$ cat src/pkg/afsc_map.svh
`ifndef AFSC_MAP_SVH
`define AFSC_MAP_SVH
// device register offsets
`define AFSC_ADDR_POWER 8'h03
`define AFSC_ADDR_VOL_L 8'h04
`define AFSC_ADDR_VOL_R 8'h05
`define AFSC_ADDR_RSVD_A 8'h07
`define AFSC_ADDR_FAULT 8'h08
`define AFSC_ADDR_RSVD_LO 8'h09
`define AFSC_ADDR_RSVD_HI 8'h0f
`define AFSC_ADDR_CLIP_MID 8'h10
`define AFSC_ADDR_CLIP_LOW 8'h11
// device reset values
`define AFSC_RST_OCSEL 2'h0
`define AFSC_RST_CLIP_MID 8'h01
`define AFSC_RST_CLIP_LOW 6'h01
`define AFSC_RST_CLIP_RSV 2'h0
`define AFSC_RST_RUN 1'b0
// fault register fields and reserved-bit write masks
`define AFSC_FLT_OT 0
`define AFSC_FLT_DC 1
`define AFSC_FLT_OC 2
`define AFSC_FLT_CLK 3
`define AFSC_FLT_SEL_LSB 4
`define AFSC_FLT_SEL_MSB 5
`define AFSC_FLT_RSV_MASK 8'h3f
`define AFSC_CLIP_RSV_MASK 8'hfc
// over-current scale codes
`define AFSC_OC_FULL 2'h0
`define AFSC_OC_75 2'h1
`define AFSC_OC_50 2'h2
`define AFSC_OC_25 2'h3
// controller register offsets (axi byte addresses)
`define AFSC_HOST_CMD 4'h0
`define AFSC_HOST_STATUS 4'h4
`define AFSC_HOST_CTRL 4'h8
// controller fields
`define AFSC_CMD_WRITE 16
`define AFSC_ST_BUSY 0
`define AFSC_ST_REFUSED 1
`define AFSC_ST_DONE 2
`define AFSC_AXI_OKAY 2'h0
`define AFSC_AXI_SLVERR 2'h2
`endif

$ cat src/pkg/afsc_pkg.sv
`default_nettype none
package afsc_pkg;
    typedef logic [7:0] afsc_byte_t;
    typedef logic [19:0] afsc_clip_t;
    typedef enum logic {AFSC_HS_IDLE, AFSC_HS_WAIT} afsc_host_state_t;
endpackage
`default_nettype wire

$ cat src/pkg/afsc_if.sv
`timescale 1ns/1ns
`default_nettype none
interface afsc_if;
    logic req;
    logic we;
    afsc_pkg::afsc_byte_t addr;
    afsc_pkg::afsc_byte_t wdata;
    afsc_pkg::afsc_byte_t rdata;
    logic ack;
    logic amp_shutdown_n;
    modport dev
    (
        input req, we, addr, wdata, amp_shutdown_n,
        output rdata, ack
    );
    modport host
    (
        output req, we, addr, wdata, amp_shutdown_n,
        input rdata, ack
    );
endinterface // afsc_if
`default_nettype wire

$ cat src/rtl/afsc_host.sv
`timescale 1ns/1ns
`default_nettype none
`include "afsc_map.svh"
module afsc_host
(
    input wire logic sys_clk_i,
    input wire logic srst_i,
    afsc_if.host bus,
    input wire logic [3:0] s_axi_awaddr_i,
    input wire logic s_axi_awvalid_i,
    output logic s_axi_awready_o,
    input wire logic [31:0] s_axi_wdata_i,
    input wire logic [3:0] s_axi_wstrb_i,
    input wire logic s_axi_wvalid_i,
    output logic s_axi_wready_o,
    output logic [1:0] s_axi_bresp_o,
    output logic s_axi_bvalid_o,
    input wire logic s_axi_bready_i,
    input wire logic [3:0] s_axi_araddr_i,
    input wire logic s_axi_arvalid_i,
    output logic s_axi_arready_o,
    output logic [31:0] s_axi_rdata_o,
    output logic [1:0] s_axi_rresp_o,
    output logic s_axi_rvalid_o,
    input wire logic s_axi_rready_i
);
    import afsc_pkg::*;

    // reserved offsets and, with the shutdown pin high, writes other than volume and power
    function automatic logic refuse(input afsc_byte_t a, input logic w, input logic run);
        logic rsvd;
        logic vol;
        rsvd = (a == `AFSC_ADDR_RSVD_A)
            || (a >= `AFSC_ADDR_RSVD_LO && a <= `AFSC_ADDR_RSVD_HI);
        vol = (a == `AFSC_ADDR_VOL_L) || (a == `AFSC_ADDR_VOL_R) || (a == `AFSC_ADDR_POWER);
        refuse = rsvd || (w && run && !vol);
    endfunction

    function automatic afsc_byte_t mask_wr(input afsc_byte_t a, input afsc_byte_t d);
        if (a == `AFSC_ADDR_FAULT)
            mask_wr = d & `AFSC_FLT_RSV_MASK;
        else if (a == `AFSC_ADDR_CLIP_LOW)
            mask_wr = d & `AFSC_CLIP_RSV_MASK;
        else
            mask_wr = d;
    endfunction

    afsc_host_state_t state_reg, state_next;
    logic aw_full_reg, aw_full_next;
    logic [3:0] aw_addr_reg, aw_addr_next;
    logic w_full_reg, w_full_next;
    logic [31:0] w_data_reg, w_data_next;
    logic [3:0] w_strb_reg, w_strb_next;
    logic bvalid_reg, bvalid_next;
    logic [1:0] bresp_reg, bresp_next;
    logic rvalid_reg, rvalid_next;
    logic [1:0] rresp_reg, rresp_next;
    logic [31:0] rdata_reg, rdata_next;
    logic req_reg, req_next;
    logic we_reg, we_next;
    afsc_byte_t addr_reg, addr_next;
    afsc_byte_t wdata_reg, wdata_next;
    afsc_byte_t last_reg, last_next;
    logic refused_reg, refused_next;
    logic done_reg, done_next;
    logic sd_n_reg, sd_n_next;

    logic commit;
    logic set_refused;
    logic set_done;
    afsc_byte_t cmd_addr;

    assign commit = aw_full_reg && w_full_reg && !bvalid_reg;
    assign cmd_addr = w_data_reg[7:0];

    always_comb
    begin
        state_next = state_reg;
        aw_full_next = aw_full_reg;
        aw_addr_next = aw_addr_reg;
        w_full_next = w_full_reg;
        w_data_next = w_data_reg;
        w_strb_next = w_strb_reg;
        bvalid_next = bvalid_reg && !s_axi_bready_i;
        bresp_next = bresp_reg;
        rvalid_next = rvalid_reg && !s_axi_rready_i;
        rresp_next = rresp_reg;
        rdata_next = rdata_reg;
        req_next = req_reg;
        we_next = we_reg;
        addr_next = addr_reg;
        wdata_next = wdata_reg;
        last_next = last_reg;
        sd_n_next = sd_n_reg;
        set_refused = 1'b0;
        set_done = 1'b0;
        refused_next = refused_reg;
        done_next = done_reg;
        if (s_axi_awvalid_i && s_axi_awready_o)
        begin
            aw_full_next = 1'b1;
            aw_addr_next = s_axi_awaddr_i;
        end
        if (s_axi_wvalid_i && s_axi_wready_o)
        begin
            w_full_next = 1'b1;
            w_data_next = s_axi_wdata_i;
            w_strb_next = s_axi_wstrb_i;
        end
        if (commit)
        begin
            aw_full_next = 1'b0;
            w_full_next = 1'b0;
            bvalid_next = 1'b1;
            bresp_next = `AFSC_AXI_OKAY;
            case (aw_addr_reg)
                `AFSC_HOST_CMD:
                begin
                    if (w_strb_reg[2:0] == 3'h7)
                    begin
                        if (state_reg != AFSC_HS_IDLE
                            || refuse(cmd_addr, w_data_reg[`AFSC_CMD_WRITE], sd_n_reg))
                            set_refused = 1'b1;
                        else
                        begin
                            req_next = 1'b1;
                            we_next = w_data_reg[`AFSC_CMD_WRITE];
                            addr_next = cmd_addr;
                            wdata_next = mask_wr(cmd_addr, w_data_reg[15:8]);
                            state_next = AFSC_HS_WAIT;
                        end
                    end
                end
                `AFSC_HOST_STATUS:
                begin
                    if (w_strb_reg[0])
                    begin
                        refused_next = refused_reg && !w_data_reg[`AFSC_ST_REFUSED];
                        done_next = done_reg && !w_data_reg[`AFSC_ST_DONE];
                    end
                end
                `AFSC_HOST_CTRL:
                begin
                    if (w_strb_reg[0])
                        sd_n_next = w_data_reg[0];
                end
                default: bresp_next = `AFSC_AXI_SLVERR;
            endcase
        end
        if (state_reg == AFSC_HS_WAIT && bus.ack)
        begin
            req_next = 1'b0;
            last_next = bus.rdata;
            set_done = 1'b1;
            state_next = AFSC_HS_IDLE;
        end
        // a new event wins over the software clear
        refused_next = refused_next || set_refused;
        done_next = done_next || set_done;
        if (s_axi_arvalid_i && s_axi_arready_o)
        begin
            rvalid_next = 1'b1;
            rresp_next = `AFSC_AXI_OKAY;
            rdata_next = 32'h0000_0000;
            case (s_axi_araddr_i)
                `AFSC_HOST_CMD: rdata_next = {15'h0000, we_reg, wdata_reg, addr_reg};
                `AFSC_HOST_STATUS: rdata_next = {16'h0000, last_reg, 5'h00,
                    done_reg, refused_reg, state_reg == AFSC_HS_WAIT};
                `AFSC_HOST_CTRL: rdata_next = {31'h0000_0000, sd_n_reg};
                default: rresp_next = `AFSC_AXI_SLVERR;
            endcase
        end
    end

    always_ff @(posedge sys_clk_i)
    begin
        if (srst_i)
        begin
            state_reg <= AFSC_HS_IDLE;
            aw_full_reg <= 1'b0;
            aw_addr_reg <= 4'h0;
            w_full_reg <= 1'b0;
            w_data_reg <= 32'h0000_0000;
            w_strb_reg <= 4'h0;
            bvalid_reg <= 1'b0;
            bresp_reg <= `AFSC_AXI_OKAY;
            rvalid_reg <= 1'b0;
            rresp_reg <= `AFSC_AXI_OKAY;
            rdata_reg <= 32'h0000_0000;
            req_reg <= 1'b0;
            we_reg <= 1'b0;
            addr_reg <= 8'h00;
            wdata_reg <= 8'h00;
            last_reg <= 8'h00;
            refused_reg <= 1'b0;
            done_reg <= 1'b0;
            sd_n_reg <= 1'b0;
        end
        else
        begin
            state_reg <= state_next;
            aw_full_reg <= aw_full_next;
            aw_addr_reg <= aw_addr_next;
            w_full_reg <= w_full_next;
            w_data_reg <= w_data_next;
            w_strb_reg <= w_strb_next;
            bvalid_reg <= bvalid_next;
            bresp_reg <= bresp_next;
            rvalid_reg <= rvalid_next;
            rresp_reg <= rresp_next;
            rdata_reg <= rdata_next;
            req_reg <= req_next;
            we_reg <= we_next;
            addr_reg <= addr_next;
            wdata_reg <= wdata_next;
            last_reg <= last_next;
            refused_reg <= refused_next;
            done_reg <= done_next;
            sd_n_reg <= sd_n_next;
        end
    end

    assign s_axi_awready_o = !aw_full_reg && !bvalid_reg;
    assign s_axi_wready_o = !w_full_reg && !bvalid_reg;
    assign s_axi_bvalid_o = bvalid_reg;
    assign s_axi_bresp_o = bresp_reg;
    assign s_axi_arready_o = !rvalid_reg;
    assign s_axi_rvalid_o = rvalid_reg;
    assign s_axi_rresp_o = rresp_reg;
    assign s_axi_rdata_o = rdata_reg;
    assign bus.req = req_reg;
    assign bus.we = we_reg;
    assign bus.addr = addr_reg;
    assign bus.wdata = wdata_reg;
    assign bus.amp_shutdown_n = sd_n_reg;
endmodule // afsc_host
`default_nettype wire

$ cat src/flat_wrapper.sv
// flat-port wrapper written by rule: the top's interface ports become plain ports
module afsc_host_flat import afsc_pkg::*;
  (sys_clk_i, srst_i, s_axi_awaddr_i, s_axi_awvalid_i, s_axi_awready_o, s_axi_wdata_i, s_axi_wstrb_i, s_axi_wvalid_i, s_axi_wready_o, s_axi_bresp_o, s_axi_bvalid_o, s_axi_bready_i, s_axi_araddr_i, s_axi_arvalid_i, s_axi_arready_o, s_axi_rdata_o, s_axi_rresp_o, s_axi_rvalid_o, s_axi_rready_i, bus_req, bus_we, bus_addr, bus_wdata, bus_amp_shutdown_n, bus_rdata, bus_ack);
  afsc_if bus_i ();
  input wire logic sys_clk_i;
  input wire logic srst_i;
  input wire logic [3:0] s_axi_awaddr_i;
  input wire logic s_axi_awvalid_i;
  output logic s_axi_awready_o;
  input wire logic [31:0] s_axi_wdata_i;
  input wire logic [3:0] s_axi_wstrb_i;
  input wire logic s_axi_wvalid_i;
  output logic s_axi_wready_o;
  output logic [1:0] s_axi_bresp_o;
  output logic s_axi_bvalid_o;
  input wire logic s_axi_bready_i;
  input wire logic [3:0] s_axi_araddr_i;
  input wire logic s_axi_arvalid_i;
  output logic s_axi_arready_o;
  output logic [31:0] s_axi_rdata_o;
  output logic [1:0] s_axi_rresp_o;
  output logic s_axi_rvalid_o;
  input wire logic s_axi_rready_i;
  output wire logic [$bits(bus_i.req)-1:0] bus_req;
  output wire logic [$bits(bus_i.we)-1:0] bus_we;
  output wire logic [$bits(bus_i.addr)-1:0] bus_addr;
  output wire logic [$bits(bus_i.wdata)-1:0] bus_wdata;
  output wire logic [$bits(bus_i.amp_shutdown_n)-1:0] bus_amp_shutdown_n;
  input wire logic [$bits(bus_i.rdata)-1:0] bus_rdata;
  input wire logic [$bits(bus_i.ack)-1:0] bus_ack;
  assign bus_req = bus_i.req;
  assign bus_we = bus_i.we;
  assign bus_addr = bus_i.addr;
  assign bus_wdata = bus_i.wdata;
  assign bus_amp_shutdown_n = bus_i.amp_shutdown_n;
  assign bus_i.rdata = bus_rdata;
  assign bus_i.ack = bus_ack;
  afsc_host u_core (.sys_clk_i(sys_clk_i), .srst_i(srst_i), .bus(bus_i), .s_axi_awaddr_i(s_axi_awaddr_i), .s_axi_awvalid_i(s_axi_awvalid_i), .s_axi_awready_o(s_axi_awready_o), .s_axi_wdata_i(s_axi_wdata_i), .s_axi_wstrb_i(s_axi_wstrb_i), .s_axi_wvalid_i(s_axi_wvalid_i), .s_axi_wready_o(s_axi_wready_o), .s_axi_bresp_o(s_axi_bresp_o), .s_axi_bvalid_o(s_axi_bvalid_o), .s_axi_bready_i(s_axi_bready_i), .s_axi_araddr_i(s_axi_araddr_i), .s_axi_arvalid_i(s_axi_arvalid_i), .s_axi_arready_o(s_axi_arready_o), .s_axi_rdata_o(s_axi_rdata_o), .s_axi_rresp_o(s_axi_rresp_o), .s_axi_rvalid_o(s_axi_rvalid_o), .s_axi_rready_i(s_axi_rready_i));
endmodule
$ cat config.mk
export PLATFORM = sky130hd
export DESIGN_NAME = afsc_host_flat
export DESIGN_NICKNAME = d
export VERILOG_FILES = /design/src/pkg/afsc_pkg.sv /design/src/pkg/afsc_if.sv /design/src/rtl/afsc_host.sv /design/src/flat_wrapper.sv
export VERILOG_INCLUDE_DIRS = /design/src /design/src/pkg
export SDC_FILE = /design/constraint.sdc
export NUM_CORES = 1
export LEC_CHECK = 0
export BUFFER_PORTS_ARGS = -buffer_cell sky130_fd_sc_hd__buf_2
export CAP_MARGIN = 20
export CORE_MARGIN = 5
export CORE_UTILIZATION = 49
export DETAILED_ROUTE_END_ITERATION = 12
export GPL_ROUTABILITY_DRIVEN = 0
export PLACE_DENSITY = 0.9
export REMOVE_ABC_BUFFERS = 1
export SLEW_MARGIN = 20
export SYNTH_ARGS = -nofsm -noshare
export SYNTH_HDL_FRONTEND = slang
export SYNTH_SLANG_ARGS = --single-unit
$ cat constraint.sdc
create_clock -name sys_clk_i -period 2.06 [get_ports sys_clk_i]
set_input_delay 0.103 -clock sys_clk_i [delete_from_list [all_inputs] [get_ports sys_clk_i]]
set_output_delay 0.103 -clock sys_clk_i [all_outputs]
set_load 0.05 [all_outputs]
==> metrics.csv, run 1 <==
stage,metric,value,unit
status,status,"finished, final reports clean",
final_layout,most-common-layout-cells,"buf_2 (86), dfxtp_1 (76), nand2_1 (69)",
worst_setup_path,worstSetupStartpoint,u_core.w_data_reg[7],
hold_path,hold_class,primary input to flip-flop,
synthesis,synth-compound-area-share,0.143,
synthesis,synth-edff-count,0,
timing,final_max_slew_viol_count,0,
clock_tree,cts.hold.buffers_added,31,
routing,vias,2969,
timing,hold_slack,0.0228,ns
timing,fin_crit,1.79,ns
clock_tree,cts.path.max_buffers,2,
worst_setup_path,r2r_end,u_core.bus.wdata[5],
final_layout,final_nets,551,
final_layout,syn2layout_area_growth,30.4,%
clock_tree,root_buffer,clkbuf_8,
clock_tree,clkSinkCount,76,
final_layout,mostFrequentLayoutCell,buf_2,
timing,skew,0.0115,ns
clock_tree,cts_setup_buffers,0,
worst_setup_path,worstSetupPathType,flip-flop to flip-flop,
synthesis,synth.avg_cell_area,8.79,µm²
final_layout,antenna_cells,0,
synthesis,synthSimpleGateAreaFrac,0.245,
synthesis,synth_xor_area_frac,0,
floorplanning,core_area,6680,µm²
synthesis,synth_seq_area_share,0.459,
worst_setup_path,rr_worst_depth,5,
pwr,ir_worst_vdd,0.537,mV
routing,dr.pass1.iters,4,
floorplanning,die-area,8510,µm²
synthesis,synth_warnings,0,
worst_setup_path,r2r_slack,0.27,ns
worst_setup_path,cp_max_fo,18,
floorplanning,placementRows,30,
timing,worst_slew_pin_slew,0.683,ns
routing,wire_per_inst,13.8,µm
floorplanning,die_y,92.2,µm
final_layout,stdcell_area,4320,µm²
synthesis,syn_area,3310,µm²
synthesis,yosys-mux-area-fraction,0.0695,
global_route,grt_overflow,0,
timing,setup_viol,0,
worst_setup_path,setup.worst_path.end,u_core.bus.wdata[5],
flow_run,drv_cap,0,
clock_tree,clkLatencyLatePin,0.35,ns
timing,rsz0062_at_grt,no,
final_layout,drive_above_1_share,0.244,
global_route,grt_pass1_wl,13200,µm
floorplanning,initial_core_util,0.496,
timing,relSlewSlack,0.544,
worst_setup_path,worstReg2RegStart,u_core.w_data_reg[7],
synthesis,ys_ff_latch,76,
timing,hold_violations,0,
routing,remaining_drc_errors,0,
synthesis,synth_top_family_by_area,simple AND/OR/NAND/NOR gates,
clock_tree,h-tree-depth,3,
worst_setup_path,required,2.34,ns
routing,drtAntennaViolNets,0,
clock_tree,clkTransAtPathRegs,0.08,ns
routing,viasPerCell,5.15,
clock_tree,numCtsBuffers,9,
global_route,grt_antenna_before_repair,0,
placed_design,place_hpwl,5770,µm
timing,fmax,559,MHz
placed_design,detailedPlace.worstSlack,0.273,ns
synthesis,synth-async-reset-ratio,0,
synthesis,ys_types,41,
floorplanning,boundaryPins,120,
floorplanning,die_w,92.2,µm
placed_design,post_dp_cell_area,3760,µm²
synthesis,ys_dominant_reg_cell,dfxtp_1,
global_route,grtUsageTotal,0.191,
routing,wirelength,7960,µm
clock_tree,tritoncts,yes,
pwr,power-per-cell-area,769,nW/µm²
routing,first_iter_violations,161,
worst_setup_path,arrival,2.06,ns
placed_design,numPortBuffers,86,
global_route,grt_pass1_vias,2865,
pwr,p_leak,1.80,nW
pwr,p_total,3.32,mW
clock_tree,cts_resized,0,
global_route,grt_start_max_net_pins,42,
synthesis,synth_fa_ha_area_frac,0,
timing,worst_slack,0.271,ns
timing,fin_crit_sh,0.868,
worst_setup_path,startpoint_type,flip-flop,
synthesis,synthCells,377,
worst_setup_path,endpoint_kind,flip-flop,
-- metrics by stage --
stage	setup TNS [ns]	instances	utilization
detailed placement	0	529	0.563
global route	0	576	0.647
floorplan	-23.69	352	-
finish	0	576	0.647
CTS	0	576	0.647
global placement	0	529	0.563
-- cell type report --
class | count | area, µm²
Fill cell | 567 | 2360
Multi-Input combinational cell | 272 | 1600
Sequential cell | 76 | 1520
Timing Repair Buffer | 128 | 836
Clock buffer | 9 | 124
Clock inverter | 7 | 124
Tap cell | 80 | 100
Inverter | 4 | 15.0
-- cell families (layout without fill, tap and decap cells) --
| group | Yosys count | after routing |
|---|---|---|
| flip-flops | 76 | 76 |
| other | 1 | 17 |
| AO/OA/AOI/OAI | 73 | 73 |
| AND/OR/NAND/NOR | 159 | 159 |
| buffers and inverters | 45 | 148 |
| multiplexers | 23 | 23 |
-- synth_stat cells (all sizes together), types with 3 or more instances --
cell type	n	share of area
a22o	10	0.026
nand2b	32	0.060
nand4	3	0.0057
nor2	26	0.030
a22oi	11	0.025
inv	4	0.0045
dfxtp	76	0.46
nor2b	3	0.0057
mux2i	23	0.069
clkbuf	19	0.022
nand2	69	0.078
and3b	3	0.0079
nand3	6	0.0091
a21oi	39	0.059
nor3	4	0.0060
buf	22	0.056
-- critical path, cell delays in order, from the launching register on --
cell and delay [ns]:
dfxtp_1 0.35, nor4_2 0.32, o211ai_1 0.22, a2111oi_4 0.39, buf_12 0.23, mux2i_1 0.21
-- power by group --
part / leakage [nW] / switching (mW) / internal, mW
clock: 0.120 / 0.562 / 0.812
combinational: 1.06 / 0.252 / 0.151
sequential: 0.617 / 0.0404 / 1.51
total: 1.80 / 0.854 / 2.47
-- layer usage --
layer	up-vias	global-route usage	wire (µm)
li1	1482	-	-
met1	1380	0.229	3470
met2	92	0.326	3870
met3	15	0.0574	509
met4	0	0.0619	117
met5	-	0	0
-- worst min-delay path by stage --
stage                           start  slack, ns                     to  cells after the start
finish               s_axi_wdata_i[8]       0.02   u_core.w_data_reg[8]                      3
detailed placement   s_axi_wdata_i[5]       0.35   u_core.w_data_reg[5]                      3
floorplan                      srst_i       0.17     u_core.last_reg[0]                      1
CTS                  s_axi_wdata_i[3]      0.002   u_core.w_data_reg[3]                      3
global placement    s_axi_awaddr_i[3]       0.34  u_core.aw_addr_reg[3]                      3
global route         s_axi_wdata_i[3]       0.02   u_core.w_data_reg[3]                      3
Note: power is estimated with default switching activity, not from simulation.
==> run 2, diff against run 1 <==
Settings changed: ABC_AREA set to 1.
==> run 2 against run 1 <==
  * Routed wire length fell by 0.36%
  * Sequential power barely moved
  * Non-clock buffer count fell by 33
  * Critical path type unchanged
  * Largest cell class is now flip-flops and latches
  * Largest power group unchanged
==> metrics.csv, run 2 <==
stage,metric,value,unit
worst_setup_path,cp_max_fo,32,
clock_tree,cts_setup_buffers,0,
synthesis,synth_top_area_share,0.469,
final_layout,antenna_cells,0,
timing,fmax,590,MHz
pwr,p_leak,1.93,nW
timing,fin_crit_sh,0.822,
floorplanning,initial_core_util,0.508,
worst_setup_path,startpoint_type,flip-flop,
worst_setup_path,cp_num_buf_inv,0,
synthesis,synth.avg_cell_area,7.15,µm²
global_route,grt_overflow,0,
worst_setup_path,worstSetupPathType,flip-flop to flip-flop,
routing,dr.pass1.iters,5,
clock_tree,clkSinkCount,76,
synthesis,yosysTopAreaCell,dfxtp_1,
synthesis,synth_warnings,0,
global_route,grt_antenna_before_repair,0,
synthesis,syn_area,3240,µm²
synthesis,ys_types,25,
pwr,p_total,3.36,mW
synthesis,ys_ff_latch,76,
routing,viasPerCell,5.07,
clock_tree,cts.path.max_buffers,2,
final_layout,final_nets,599,
routing,wire_per_inst,12.8,µm
timing,hold_violations,0,
hold_path,hold_class,primary input to flip-flop,
synthesis,synth_area_leaders,"dfxtp_1 (47%), nand2_1 (10%), nor2_1 (8.8%), o21ai_0 (7.1%), a21oi_1 (6.5%)",
hold_path,hold_path.startpoint,s_axi_wdata_i[9],
pwr,power-per-cell-area,853,nW/µm²
routing,first_iter_violations,160,
worst_setup_path,arrival,1.98,ns
floorplanning,die_w,91.4,µm
worst_setup_path,cpPeakStageDelay,0.42,ns
timing,skew,0.00780,ns
timing,rsz0062_at_grt,no,
worst_setup_path,cpLargestDelayFamily,simple AND/OR/NAND/NOR gates,
synthesis,ys_dominant_reg_cell,dfxtp_1,
floorplanning,placementRows,29,
floorplanning,boundaryPins,120,
worst_setup_path,critPathSlowestCell,nand4_4,
worst_setup_path,required,2.34,ns
worst_setup_path,worstReg2RegStart,u_core.w_full_reg,
worst_setup_path,crit_chain,nand4_2 -> nor2_4 -> nand4_4 -> nand2_1 -> nand2_1 -> nor2_1,
floorplanning,die_y,91.4,µm
clock_tree,clkTransAtPathRegs,0.08,ns
clock_tree,clkLatencyLatePin,0.35,ns
worst_setup_path,worstSetupStartpoint,u_core.w_full_reg,
final_layout,mostFrequentLayoutCell,nand2_1,
timing,relSlewSlack,0.537,
timing,fin_crit,1.69,ns
timing,final_max_slew_viol_count,0,
worst_setup_path,crit_top_cell,nand2_1,
pwr,ir_worst_vdd,0.477,mV
routing,remaining_drc_errors,0,
timing,worst_slew_pin_slew,0.694,ns
clock_tree,h-tree-depth,3,
synthesis,synth-async-reset-ratio,0,
synthesis,yosysMostFrequentCell,nand2_1,
placed_design,numPortBuffers,86,
flow_run,drv_cap,0,
status,status,"finished, final reports clean",
clock_tree,root_buffer,clkbuf_8,
global_route,grt_pass1_wl,13100,µm
global_route,grt_pass1_vias,2895,
routing,vias,3149,
final_layout,stdcell_area,3940,µm²
routing,wirelength,7940,µm
global_route,grt_start_max_net_pins,45,
synthesis,synth_seq_area_share,0.469,
placed_design,place_hpwl,5700,µm
placed_design,post_dp_cell_area,3650,µm²
clock_tree,tritoncts,yes,
clock_tree,numCtsBuffers,9,
worst_setup_path,endpoint_kind,flip-flop,
synthesis,synthCells,454,
timing,hold_slack,0.0151,ns
floorplanning,core_area,6390,µm²
floorplanning,die-area,8350,µm²
synthesis,synth-edff-count,0,
synthesis,synthTopCellsByCount,"nand2_1 (88), dfxtp_1 (76), nor2_1 (76)",
final_layout,drive_above_1_share,0.217,
global_route,grtUsageTotal,0.191,
timing,setup_viol,0,
final_layout,syn2layout_area_growth,21.3,%
final_layout,most-common-layout-cells,"nand2_1 (88), buf_2 (86), nor2_1 (76), dfxtp_1 (76), inv_1 (50)",
routing,drtAntennaViolNets,0,
[run 2: final timing paths]
path / cells after the start / to / slack [ns]
hold / removal: 3 / u_core.w_data_reg[9] / 0.02
setup / recovery: 6 / u_core.bus.addr[1] / 0.37
setup reg to reg: 6 / u_core.bus.addr[1] / 0.37
hold reg to reg: 2 / u_core.last_reg[2] / 0.46
[run 2: per-layer routing]
layer / routed length, µm / vias up / global-route usage
li1: - / 1572 / -
met1: 3310 / 1434 / 0.233
met2: 3880 / 132 / 0.317
met3: 657 / 11 / 0.0587
met4: 90 / 0 / 0.0709
met5: 0 / - / 0
[run 2: layout make-up]
type	instances	area (µm²)
inverters	55	206
clock buffers	9	124
repair buffers	95	523
clock inverters	7	115
multi-input cells	302	1350
well taps	77	96.3
flip-flops and latches	76	1520
fillers	583	2450
[run 2: where the power goes]
part | internal, mW | switching (mW) | total (mW) | leakage (nW)
Combinational | 0.119 | 0.321 | 0.441 | 1.19
Clock | 0.800 | 0.541 | 1.34 | 0.115
Sequential | 1.53 | 0.0438 | 1.58 | 0.620
[run 2: logic make-up after synthesis]
| kind of cell | count (synthesis) | share of synthesized area |
|---|---|---|
| compound gates | 98 | 0.157 |
| buf+inv | 92 | 0.133 |
| flops | 76 | 0.469 |
| mux | 1 | 0.00309 |
| other cells | 1 | 0.00116 |
| simple gates | 186 | 0.237 |
[run 2: repair_timing]
| action | in CTS | in global routing |
|---|---|---|
| hold buffers | 5 | 0 |
| gates resized for setup | 0 | 0 |
| hold endpoints to repair | 5 | 0 |
[run 2: tightest hold or removal path, stage by stage]
cell	delay [ns]
buf_2	0.07
o21ai_0	0.07
nor2_1	0.08
[run 2: stage by stage]
stage          cells  utilization  setup TNS (ns)  worst slack (ns)
6_report         621        0.616               0             0.366
5_1_grt          621        0.616               0             0.173
3_5_place_dp     600        0.571               0             0.407
4_1_cts          621        0.616               0             0.369
3_3_place_gp     600        0.571               0             0.466
2_1_floorplan    433            -           -6.70            -0.373
